[src/hw/qmou_defines.vh]
// Constants of the quadrature, marker and output unit
`ifndef QMOU_DEFINES_VH
`define QMOU_DEFINES_VH

// ==========================================================
// Timing
`define QMOU_CLK_HZ 25'd20000000
`define QMOU_MARKER_SAMPLE_US 50
`define QMOU_MARKER_SAMPLE_CYC (`QMOU_MARKER_SAMPLE_US * 20)
`define QMOU_DUTY_FULL 15'd32000

// ==========================================================
// Register byte addresses
`define QMOU_ADDR_CTRL 6'h00
`define QMOU_ADDR_LADDER 6'h04
`define QMOU_ADDR_CPR1 6'h08
`define QMOU_ADDR_CPR2 6'h0c
`define QMOU_ADDR_PRESET1 6'h10
`define QMOU_ADDR_PRESET2 6'h14
`define QMOU_ADDR_DUTY1 6'h18
`define QMOU_ADDR_FREQ1 6'h1c
`define QMOU_ADDR_DUTY2 6'h20
`define QMOU_ADDR_FREQ2 6'h24
`define QMOU_ADDR_SDUTY1 6'h28
`define QMOU_ADDR_SFREQ1 6'h2c
`define QMOU_ADDR_SDUTY2 6'h30
`define QMOU_ADDR_SFREQ2 6'h34
`define QMOU_ADDR_ACC1 6'h38
`define QMOU_ADDR_ACC2 6'h3c

// ==========================================================
// Control register fields
`define QMOU_CTRL_W 18
`define QMOU_CTRL_RESET 18'h00000
`define QMOU_C_QUAD1_EN 0
`define QMOU_C_QUAD1_INV 1
`define QMOU_C_QUAD2_EN 2
`define QMOU_C_QUAD2_INV 3
`define QMOU_C_MARKER_EN 4
`define QMOU_C_MMODE_LO 5
`define QMOU_C_MMODE_HI 8
`define QMOU_C_OUT1_LO 9
`define QMOU_C_OUT1_HI 10
`define QMOU_C_OUT2_LO 11
`define QMOU_C_OUT2_HI 12
`define QMOU_C_DOUT1 13
`define QMOU_C_DOUT2 14
`define QMOU_C_STOP 15
`define QMOU_C_HOLD1 16
`define QMOU_C_HOLD2 17

// ==========================================================
// Marker modes (bit3 sync, bit2 low level, bit1 input 2, bit0 falling)
`define QMOU_MM_ASYNC_RISE 4'h0
`define QMOU_MM_ASYNC_FALL 4'h1
`define QMOU_MM_ASYNC_BOTH 4'h2
`define QMOU_MM_SYNC 3
`define QMOU_MM_LOW 2
`define QMOU_MM_IN2 1
`define QMOU_MM_FALLNAME 0

// ==========================================================
// Output channel modes
`define QMOU_OM_NORMAL 2'h0
`define QMOU_OM_PWM 2'h1
`define QMOU_OM_COMPARE 2'h2

`endif

[src/hw/qmou_pwm.v]
// One PWM generator channel with run and stop settings
`timescale 1ns/100ps
`include "qmou_defines.vh"

module qmou_pwm (
	// Clock and reset
	input wire core_clk,
	input wire rstn,
	// Run settings
	input wire [31:0] run_duty,
	input wire [31:0] run_freq,
	// Stop settings
	input wire [31:0] stop_duty,
	input wire [31:0] stop_freq,
	input wire stop_mode,
	input wire stop_hold,
	// Waveform
	output reg pwm_out
);

	// ==========================================================
	// Setting selection
	// Ticks of the timebase per duty step
	localparam [24:0] TICKS_FULL = `QMOU_CLK_HZ / `QMOU_DUTY_FULL;
	localparam [9:0] TICKS = TICKS_FULL[9:0];
	wire use_stop = stop_mode & ~stop_hold;
	wire [31:0] duty = use_stop ? stop_duty : run_duty;
	wire [31:0] freq = use_stop ? stop_freq : run_freq;
	// Zero in either word keeps the output low, except in stop mode with hold set, where it keeps its last state
	wire live = (duty != 32'h0) && (freq != 32'h0);
	// Clamp so the phase step stays below one full turn
	wire [24:0] freq_c = (freq >= {7'h0, `QMOU_CLK_HZ}) ?
		(`QMOU_CLK_HZ - 25'h1) : freq[24:0];
	wire [14:0] duty_c = (duty >= {17'h0, `QMOU_DUTY_FULL}) ?
		`QMOU_DUTY_FULL : duty[14:0];
	// High-time threshold on the phase scale
	wire [24:0] thr = duty_c * TICKS;

	// ==========================================================
	// Phase accumulator timebase
	reg [24:0] phase_reg; // Position within one period
	wire [25:0] sum = {1'b0, phase_reg} + {1'b0, freq_c};
	wire [25:0] wrap = sum - {1'b0, `QMOU_CLK_HZ};
	wire [24:0] phase_next = (sum >= {1'b0, `QMOU_CLK_HZ}) ?
		wrap[24:0] : sum[24:0];

	// Period is the reciprocal of the frequency word
	// timebase divided by settings
	always @(posedge core_clk) begin
		if (!rstn) begin
			phase_reg <= 25'h0;
			pwm_out <= 1'b0;
		end else if (stop_mode && stop_hold) begin
			phase_reg <= phase_reg;
		end else if (!live) begin
			phase_reg <= 25'h0;
			pwm_out <= 1'b0;
		end else begin
			phase_reg <= phase_next;
			if (duty_c == `QMOU_DUTY_FULL)
				pwm_out <= 1'b1;
			else
				pwm_out <= (phase_reg < thr);
		end
	end

endmodule

[src/hw/qmou_top.v]
// Quadrature counters with marker, compare and PWM outputs
`timescale 1ns/100ps
`include "qmou_defines.vh"

module qmou_top (
	// Clock and reset
	input wire core_clk,
	input wire rstn,
	// Register port
	input wire [5:0] reg_addr,
	input wire [31:0] reg_wdata,
	input wire reg_wr,
	input wire reg_rd,
	output reg [31:0] reg_rdata,
	// Encoder pins
	input wire counter_input_1,
	input wire counter_input_2,
	input wire counter_input_3,
	input wire counter_input_4,
	// Dedicated outputs
	output reg output_channel_1,
	output reg output_channel_2
);

	// ==========================================================
	// Functions
	// Quadrature step: {moved, up}; only one input may change
	function [1:0] qmou_step;
		input a_old;
		input b_old;
		input a_new;
		input b_new;
		input invert;
		begin
			qmou_step = {(a_old ^ a_new) ^ (b_old ^ b_new),
				a_new ^ b_old ^ invert};
		end
	endfunction

	// Next count with wrap at counts per revolution
	function [31:0] qmou_count;
		input [31:0] acc;
		input [31:0] counts_per_revolution;
		input up;
		begin
			if (up)
				qmou_count = ((counts_per_revolution != 32'h0) && (acc == counts_per_revolution - 32'h1)) ?
					32'h0 : acc + 32'h1;
			else
				qmou_count = (acc == 32'h0) ? counts_per_revolution - 32'h1 : acc - 32'h1;
		end
	endfunction

	// ==========================================================
	// Register storage
	reg [`QMOU_CTRL_W-1:0] ctrl_reg; // Modes and loose control bits
	reg [3:0] ladder_reg; // Clear and set levels
	reg [31:0] cpr1_reg; // Counts per revolution, counter 1
	reg [31:0] cpr2_reg; // Counts per revolution, counter 3
	reg [31:0] counter1_preset_reg;
	reg [31:0] counter2_preset_reg;
	reg [31:0] duty1_reg;
	reg [31:0] freq1_reg;
	reg [31:0] duty2_reg;
	reg [31:0] freq2_reg;
	reg [31:0] sduty1_reg; // Stop-mode duty, channel 1
	reg [31:0] sfreq1_reg;
	reg [31:0] sduty2_reg;
	reg [31:0] sfreq2_reg;
	// Accumulators
	reg [31:0] counter1_accumulator_reg;
	reg [31:0] counter2_accumulator_reg;
	reg [31:0] counter3_accumulator_reg;
	reg [31:0] counter4_accumulator_reg;
	// Last seen direction; no register reads it out
	reg dir1_reg;
	reg dir2_reg;

	// Control field views
	wire quad1_en = ctrl_reg[`QMOU_C_QUAD1_EN];
	wire [3:0] mmode = ctrl_reg[`QMOU_C_MMODE_HI:`QMOU_C_MMODE_LO];
	wire marker_on = quad1_en & ctrl_reg[`QMOU_C_MARKER_EN];
	// Input 3 belongs to the marker, so counter 3 quad is off
	wire quad2_en = ctrl_reg[`QMOU_C_QUAD2_EN] & ~marker_on;
	wire [1:0] out1_mode = ctrl_reg[`QMOU_C_OUT1_HI:`QMOU_C_OUT1_LO];
	wire [1:0] out2_mode = ctrl_reg[`QMOU_C_OUT2_HI:`QMOU_C_OUT2_LO];

	// ==========================================================
	// Pin synchronisers
	wire [3:0] pins = {counter_input_4, counter_input_3,
		counter_input_2, counter_input_1};
	reg [3:0] meta_reg; // First stage, read only by second stage
	reg [3:0] sync_reg; // Safe level
	reg [3:0] prev_reg; // Level one cycle earlier
	genvar gi;
	generate
		for (gi = 0; gi < 4; gi = gi + 1) begin : g_sync
			// Two flops per pin, then an edge history flop
			always @(posedge core_clk) begin
				if (!rstn) begin
					meta_reg[gi] <= 1'b0;
					sync_reg[gi] <= 1'b0;
					prev_reg[gi] <= 1'b0;
				end else begin
					meta_reg[gi] <= pins[gi];
					sync_reg[gi] <= meta_reg[gi];
					prev_reg[gi] <= sync_reg[gi];
				end
			end
		end
	endgenerate

	// Edge strobes of the settled levels
	wire [3:0] rise = sync_reg & ~prev_reg;
	wire [3:0] fall = ~sync_reg & prev_reg;

	// ==========================================================
	// Quadrature decode
	// every edge counts, lead decides
	wire [1:0] step1 = qmou_step(prev_reg[0], prev_reg[1], sync_reg[0],
		sync_reg[1], ctrl_reg[`QMOU_C_QUAD1_INV]);
	wire [1:0] step2 = qmou_step(prev_reg[2], prev_reg[3], sync_reg[2],
		sync_reg[3], ctrl_reg[`QMOU_C_QUAD2_INV]);

	// ==========================================================
	// Marker decision
	// Marker level travels the same two flops as A and B, so it is
	// sampled in the very cycle the quadrature edge is seen, far
	// inside the sampling window.
	reg marker_hit; // Load requested this cycle
	reg marker_preset; // Load cpr minus one rather than zero
	reg sel_rise;
	reg sel_fall;
	reg level_ok;
	always @* begin
		marker_hit = 1'b0;
		marker_preset = 1'b0;
		sel_rise = mmode[`QMOU_MM_IN2] ? rise[1] : rise[0];
		sel_fall = mmode[`QMOU_MM_IN2] ? fall[1] : fall[0];
		level_ok = sync_reg[2] ^ mmode[`QMOU_MM_LOW];
		if (!marker_on) begin
			marker_hit = 1'b0;
		end else if (!mmode[`QMOU_MM_SYNC]) begin
			case (mmode)
				`QMOU_MM_ASYNC_RISE: marker_hit = rise[2];
				`QMOU_MM_ASYNC_FALL: marker_hit = fall[2];
				`QMOU_MM_ASYNC_BOTH: marker_hit = rise[2] | fall[2];
				default: marker_hit = 1'b0;
			endcase
		end else if (step1[1] && level_ok) begin
			if (sel_rise && step1[0]) begin
				marker_hit = 1'b1;
				marker_preset = mmode[`QMOU_MM_FALLNAME];
			end else if (sel_fall && !step1[0]) begin
				marker_hit = 1'b1;
				marker_preset = ~mmode[`QMOU_MM_FALLNAME];
			end
		end
	end

	// ==========================================================
	// Register writes
	// Software writes only; counters live in their own process
	always @(posedge core_clk) begin
		if (!rstn) begin
			ctrl_reg <= `QMOU_CTRL_RESET;
			ladder_reg <= 4'h0;
			cpr1_reg <= 32'h0;
			cpr2_reg <= 32'h0;
			counter1_preset_reg <= 32'h0;
			counter2_preset_reg <= 32'h0;
			duty1_reg <= 32'h0;
			freq1_reg <= 32'h0;
			duty2_reg <= 32'h0;
			freq2_reg <= 32'h0;
			sduty1_reg <= 32'h0;
			sfreq1_reg <= 32'h0;
			sduty2_reg <= 32'h0;
			sfreq2_reg <= 32'h0;
		end else if (reg_wr) begin
			case (reg_addr)
				`QMOU_ADDR_CTRL: ctrl_reg <= reg_wdata[`QMOU_CTRL_W-1:0];
				`QMOU_ADDR_LADDER: ladder_reg <= reg_wdata[3:0];
				`QMOU_ADDR_CPR1: cpr1_reg <= reg_wdata;
				`QMOU_ADDR_CPR2: cpr2_reg <= reg_wdata;
				`QMOU_ADDR_PRESET1: counter1_preset_reg <= reg_wdata;
				`QMOU_ADDR_PRESET2: counter2_preset_reg <= reg_wdata;
				`QMOU_ADDR_DUTY1: duty1_reg <= reg_wdata;
				`QMOU_ADDR_FREQ1: freq1_reg <= reg_wdata;
				`QMOU_ADDR_DUTY2: duty2_reg <= reg_wdata;
				`QMOU_ADDR_FREQ2: freq2_reg <= reg_wdata;
				`QMOU_ADDR_SDUTY1: sduty1_reg <= reg_wdata;
				`QMOU_ADDR_SFREQ1: sfreq1_reg <= reg_wdata;
				`QMOU_ADDR_SDUTY2: sduty2_reg <= reg_wdata;
				`QMOU_ADDR_SFREQ2: sfreq2_reg <= reg_wdata;
				// Read-only and unmapped writes are dropped
				default: ctrl_reg <= ctrl_reg;
			endcase
		end
	end

	// ==========================================================
	// Counter 1: quadrature with marker, else totalize input 1
	// Ladder levels hold the count at zero, or in quadrature at cpr minus one, while asserted
	always @(posedge core_clk) begin
		if (!rstn) begin
			counter1_accumulator_reg <= 32'h0;
			dir1_reg <= 1'b0;
		end else if (ladder_reg[0]) begin
			counter1_accumulator_reg <= 32'h0;
		end else if (quad1_en && ladder_reg[1]) begin
			counter1_accumulator_reg <= cpr1_reg - 32'h1;
		end else if (marker_hit) begin
			counter1_accumulator_reg <= marker_preset ?
				cpr1_reg - 32'h1 : 32'h0;
			dir1_reg <= step1[0];
		end else if (quad1_en && step1[1]) begin
			counter1_accumulator_reg <= qmou_count(
				counter1_accumulator_reg, cpr1_reg, step1[0]);
			dir1_reg <= step1[0];
		end else if (!quad1_en && rise[0]) begin
			counter1_accumulator_reg <= qmou_count(
				counter1_accumulator_reg, cpr1_reg, 1'b1);
		end
	end

	// ==========================================================
	// Counter 2: totalize input 2 while it is not quadrature B
	always @(posedge core_clk) begin
		if (!rstn)
			counter2_accumulator_reg <= 32'h0;
		else if (!quad1_en && ladder_reg[1])
			counter2_accumulator_reg <= 32'h0;
		else if (!quad1_en && rise[1])
			counter2_accumulator_reg <= counter2_accumulator_reg + 32'h1;
	end

	// ==========================================================
	// Counter 3: second quadrature pair, else totalize input 3 unless it carries the marker
	always @(posedge core_clk) begin
		if (!rstn) begin
			counter3_accumulator_reg <= 32'h0;
			dir2_reg <= 1'b0;
		end else if (ladder_reg[2]) begin
			counter3_accumulator_reg <= 32'h0;
		end else if (quad2_en && ladder_reg[3]) begin
			counter3_accumulator_reg <= cpr2_reg - 32'h1;
		end else if (quad2_en && step2[1]) begin
			counter3_accumulator_reg <= qmou_count(
				counter3_accumulator_reg, cpr2_reg, step2[0]);
			dir2_reg <= step2[0];
		end else if (!quad2_en && !marker_on && rise[2]) begin
			counter3_accumulator_reg <= qmou_count(
				counter3_accumulator_reg, cpr2_reg, 1'b1);
		end
	end

	// ==========================================================
	// Counter 4: totalize input 4 while not quadrature B
	always @(posedge core_clk) begin
		if (!rstn)
			counter4_accumulator_reg <= 32'h0;
		else if (!quad2_en && ladder_reg[3])
			counter4_accumulator_reg <= 32'h0;
		else if (!quad2_en && rise[3])
			counter4_accumulator_reg <= counter4_accumulator_reg + 32'h1;
	end

	// ==========================================================
	// PWM generators
	wire pwm1;
	wire pwm2;
	qmou_pwm u_pwm1 (
		.core_clk(core_clk),
		.rstn(rstn),
		.run_duty(duty1_reg),
		.run_freq(freq1_reg),
		.stop_duty(sduty1_reg),
		.stop_freq(sfreq1_reg),
		.stop_mode(ctrl_reg[`QMOU_C_STOP]),
		.stop_hold(ctrl_reg[`QMOU_C_HOLD1]),
		.pwm_out(pwm1)
	);
	qmou_pwm u_pwm2 (
		.core_clk(core_clk),
		.rstn(rstn),
		.run_duty(duty2_reg),
		.run_freq(freq2_reg),
		.stop_duty(sduty2_reg),
		.stop_freq(sfreq2_reg),
		.stop_mode(ctrl_reg[`QMOU_C_STOP]),
		.stop_hold(ctrl_reg[`QMOU_C_HOLD2]),
		.pwm_out(pwm2)
	);

	// ==========================================================
	// Compare results
	// high at or above a nonzero preset; low while preset is zero
	wire cmp1 = (counter1_preset_reg != 32'h0) &&
		(counter1_accumulator_reg >= counter1_preset_reg);
	wire cmp2 = (counter2_preset_reg != 32'h0) &&
		(counter2_accumulator_reg >= counter2_preset_reg);

	// ==========================================================
	// Output channel selection, registered at the pin
	// Adds one cycle after the PWM flop; glitch free at the pin
	always @(posedge core_clk) begin
		if (!rstn) begin
			output_channel_1 <= 1'b0;
			output_channel_2 <= 1'b0;
		end else begin
			case (out1_mode)
				`QMOU_OM_NORMAL: output_channel_1 <= ctrl_reg[`QMOU_C_DOUT1];
				`QMOU_OM_PWM: output_channel_1 <= pwm1;
				`QMOU_OM_COMPARE: output_channel_1 <= cmp1;
				default: output_channel_1 <= 1'b0;
			endcase
			case (out2_mode)
				`QMOU_OM_NORMAL: output_channel_2 <= ctrl_reg[`QMOU_C_DOUT2];
				`QMOU_OM_PWM: output_channel_2 <= pwm2;
				`QMOU_OM_COMPARE: output_channel_2 <= cmp2;
				default: output_channel_2 <= 1'b0;
			endcase
		end
	end

	// ==========================================================
	// Register reads, data valid the cycle after the strobe
	always @(posedge core_clk) begin
		if (!rstn) begin
			reg_rdata <= 32'h0;
		end else if (reg_rd) begin
			case (reg_addr)
				`QMOU_ADDR_CTRL: reg_rdata <= {14'h0, ctrl_reg};
				`QMOU_ADDR_LADDER: reg_rdata <= {28'h0, ladder_reg};
				`QMOU_ADDR_CPR1: reg_rdata <= cpr1_reg;
				`QMOU_ADDR_CPR2: reg_rdata <= cpr2_reg;
				`QMOU_ADDR_PRESET1: reg_rdata <= counter1_preset_reg;
				`QMOU_ADDR_PRESET2: reg_rdata <= counter2_preset_reg;
				`QMOU_ADDR_DUTY1: reg_rdata <= duty1_reg;
				`QMOU_ADDR_FREQ1: reg_rdata <= freq1_reg;
				`QMOU_ADDR_DUTY2: reg_rdata <= duty2_reg;
				`QMOU_ADDR_FREQ2: reg_rdata <= freq2_reg;
				`QMOU_ADDR_SDUTY1: reg_rdata <= sduty1_reg;
				`QMOU_ADDR_SFREQ1: reg_rdata <= sfreq1_reg;
				`QMOU_ADDR_SDUTY2: reg_rdata <= sduty2_reg;
				`QMOU_ADDR_SFREQ2: reg_rdata <= sfreq2_reg;
				`QMOU_ADDR_ACC1: reg_rdata <= counter1_accumulator_reg;
				`QMOU_ADDR_ACC2: reg_rdata <= counter2_accumulator_reg;
				// Unmapped addresses read as zero
				default: reg_rdata <= 32'h0;
			endcase
		end else begin
			reg_rdata <= 32'h0;
		end
	end

endmodule

[config.mk]
export PLATFORM = sky130hd
export DESIGN_NAME = qmou_top
export DESIGN_NICKNAME = d
export VERILOG_FILES = /design/src/hw/qmou_pwm.v /design/src/hw/qmou_top.v
export VERILOG_INCLUDE_DIRS = /design/src /design/src/hw
export SDC_FILE = /design/constraint.sdc
export NUM_CORES = 2
export LEC_CHECK = 0
export ABC_AREA = 1
export ABC_CLOCK_PERIOD_IN_PS = 21200
export BUFFER_PORTS_ARGS = -buffer_cell sky130_fd_sc_hd__buf_2
export CAP_MARGIN = 30
export CELL_PAD_IN_SITES_DETAIL_PLACEMENT = 1
export CELL_PAD_IN_SITES_GLOBAL_PLACEMENT = 1
export CORE_MARGIN = 1.5
export CORE_UTILIZATION = 50
export DETAILED_ROUTE_END_ITERATION = 10
export PLACE_DENSITY_LB_ADDON = 0.1
export SETUP_SLACK_MARGIN = 0.15
export SLEW_MARGIN = 20
export SYNTH_ARGS = -nofsm -noshare
export SYNTH_HDL_FRONTEND = slang
export SYNTH_SLANG_ARGS = --single-unit
[constraint.sdc]
create_clock -name core_clk -period 21.2 [get_ports core_clk]
set_input_delay 2.12 -clock core_clk [delete_from_list [all_inputs] [get_ports core_clk]]
set_output_delay 2.12 -clock core_clk [all_outputs]
set_load 0.1 [all_outputs]
==> key figures <==
CTS
  – Hold_buf cts: 0
  – Post-CTS sizing: 0
  – Clock sinks: 565
  – Root Driver: clkbuf_16
  – Setup repair bufs after CTS: 0
  – Clock slew at reported path FFs: 0.06 ns
  – H-tree depth: 3
  – Clk Latency, worst-skew pair: 0.66 ns
  – TritonCTS clock tree: done
  – Clock Path Buffers: 3
  – TritonCTS Buffers: 70

Routing
  – Drt pass-1 iters: 5
  – Routed vias/inst: 6.22
  – Via count: 46853
  – DR iter-0 viols: between 5000 and 6000
  – Routed wire length per instance: 25.3 um
  – Drt total wl: 190000 um
  – Routed Antenna Nets: 0
  – # DRC: 0

Floorplan
  – IO Pins: 80
  – Die area: 0.0858 mm^2
  – Initial Util: 50.4%
  – Die width: 293 um
  – Die H: roughly 290 um
  – Core ar.: roughly 0.083 mm^2
  – Site Rows: roughly 110

Critical path
  – Most frequent cell on the critical path: nand2_1
  – Slowest cell delay on critical path: 0.72 ns
  – Worst EP required: 21.69 ns
  – Crit start category: flip-flop
  – Crit Path Category: reg -> reg
  – Slowest CP cell: nor2_1
  – Worst-path fanout max: 28
  – Crit end category: flip-flop
  – Arrival @ worst endpoint: 9.94 ns

Global routing
  – Vias in the first global route: ~45000
  – Total gr overflow: 0
  – First-pass GRT wire length: 283000 um
  – Initial antenna violation count: 17
  – GRT Util Overall: a little over two fifths
  – Largest net degree at the start of global routing: 196

Yosys
  – Mapped cell area: between 0.04 and 0.05 mm^2
  – YS warnings: 0
  – Syn_nets: 6905
  – Ys flop type: dfxtp_1
  – Sequential fraction of the synthesis area: around 27%
  – Ys async rst share: 0%
  – EDFF count, synth: 0
  – Synth unique cells: 66
  – Syn Area/Cell: between 6 and 7 um^2
  – Cells after Synth: ~6500
  – Register bit total from synthesis: around 570

Power
  – Tot Pwr: 2.89 mW
  – Leakage: 21.8 nW
  – Worst VDD drop: 0.0582 mV
  – Power per Cell Area: 63.4 mW/mm^2

Place
  – Final GP Congestion: roughly 1.0
  – I/O Buffers: between 70 and 80
  – Post-DP HPWL: 145000 um
  – Area post-placement: 0.0431 mm^2
  – Inst Count DP: 7398
  – Dpl ws: 12.03 ns

STA
  – Clk_skew: 0.0297 ns
  – FMAX: 106 MHz
  – Worst Max-Slew Pin Slew: 1.17 ns
  – RSZ-0062 raised after global routing: no
  – Final setup margin: 11.75 ns
  – Endpoints failing setup: 0
  – Period minus WS final: 9.45 ns
  – Final Cycle Share: approximately 45%
  – Final Hold Vio Count: 0
  – Worst relative slew slack: 21.3%
  – Setup TNS: 0 ns
  – Slew Limit Fails: 0

Worst hold path
  – HP Class: reg -> reg

Final layout
  – Synth-to-Final Area Change: 8.33%
  – Final Cell Area: 0.0455 mm^2
  – Share of layout cells above drive strength 1: around 6.3%
  – Fin cells: 7532
  – Nets: 6828
  – Fillers: 11365

Run status
  – Outcome: complete, no violations

Flow run
  – Max Cap Viol: 0
==> power by group <==
group	switching (mW)	total (mW)	internal, mW	leakage (nW)
Clock	0.541	1.28	0.737	1.16
Sequential	0.0187	1.09	1.07	4.56
Combinational	0.361	0.516	0.155	16.1
Total	0.920	2.89	1.97	21.8
==> stage by stage <==
stage          hold WS, ns  util (%)
2_1_floorplan        0.390         -
3_3_place_gp         0.403      51.6
3_5_place_dp         0.415      51.6
4_1_cts              0.435      54.5
5_1_grt              0.465      54.6
6_report             0.432      54.6
==> layout by cell type, fill, tap and decap left out, types with 68 or more instances in the layout <==
master	n
nand2_1	1300
o21ai_0	680
ha_1	331
nor2_1	785
buf_2	77
nor3_1	68
nand4_1	96
xor2_1	103
dfxtp_1	565
a21oi_1	499
inv_1	860
nand3_1	268
o22ai_1	70
clkbuf_16	70
==> layout make-up <==
| cell class | instances | area [um^2] | area share [%] |
|---|---|---|---|
| diodes | 6 | 15.0 | 0.0330 |
| clock inverters | 34 | 437 | 0.959 |
| clock buffers | 89 | 1930 | 4.24 |
| well taps | 1080 | 1350 | 2.97 |
| repair buffers | 145 | 980 | 2.15 |
| multi-input cells | 4720 | 26200 | 57.5 |
| inverters | 893 | 3350 | 7.36 |
| flip-flops and latches | 565 | 11300 | 24.8 |
==> routing by layer <==
metal / part of all wire, % / wire (um) / up-vias / track usage, %
met1: 42 / 80700 / 22825 / 59.7
li1: - / - / 21164 / -
met2: 42 / 79800 / 2363 / 64.5
met3: 11 / 21700 / 483 / 11.1
met5: 0.058 / 110 / - / 0
met4: 4.3 / 8110 / 18 / 16.6
==> critical path, delay by kind of cell (launching register included) <==
family / cells / cell delay (ns)
adder cells (fa/ha/maj): 7 / 2.49
flip-flops: 1 / 0.46
AND/OR/NAND/NOR: 18 / 3.35
AO/OA/AOI/OAI: 10 / 1.96
buffers and inverters: 6 / 1.02
==> synth_stat cells, types with 31 or more instances <==
cell type / number / area [um^2]
nor2_1: 795 / 2980
ha_1: 331 / 4140
dfxtp_1: 565 / 11300
clkbuf_1: 246 / 923
fa_1: 56 / 1120
inv_1: 860 / 3230
o22ai_1: 70 / 438
o21ai_0: 680 / 3400
nand2_2: 38 / 238
nor3_1: 68 / 340
xor2_1: 103 / 902
nand3_1: 268 / 1340
nand4_1: 96 / 601
a221oi_1: 50 / 438
a21oi_1: 499 / 2500
nor2_2: 31 / 194
nor4_1: 57 / 357
nand2_1: 1300 / 4880
==> worst paths after layout <==
check	slack [ns]	start	end	cells past startpoint
worst min register to register	0.43	meta_reg[1]	sync_reg[1]	2
worst min-delay path	0.43	meta_reg[1]	sync_reg[1]	2
worst max register to register	11.75	ctrl_reg[15]	u_pwm2.pwm_out	41
worst max-delay path	11.75	ctrl_reg[15]	u_pwm2.pwm_out	41
==> logic make-up after synthesis <==
kind of cell | Yosys count | synth area share [%]
simple gates | 2725 | 27.5
flops | 565 | 26.9
fa+ha+maj | 387 | 12.5
xor+xnor | 125 | 2.60
mux | 10 | 0.238
buf+inv | 1187 | 11.0
compound gates | 1473 | 19.3
Power figures use the tool's default switching activity.
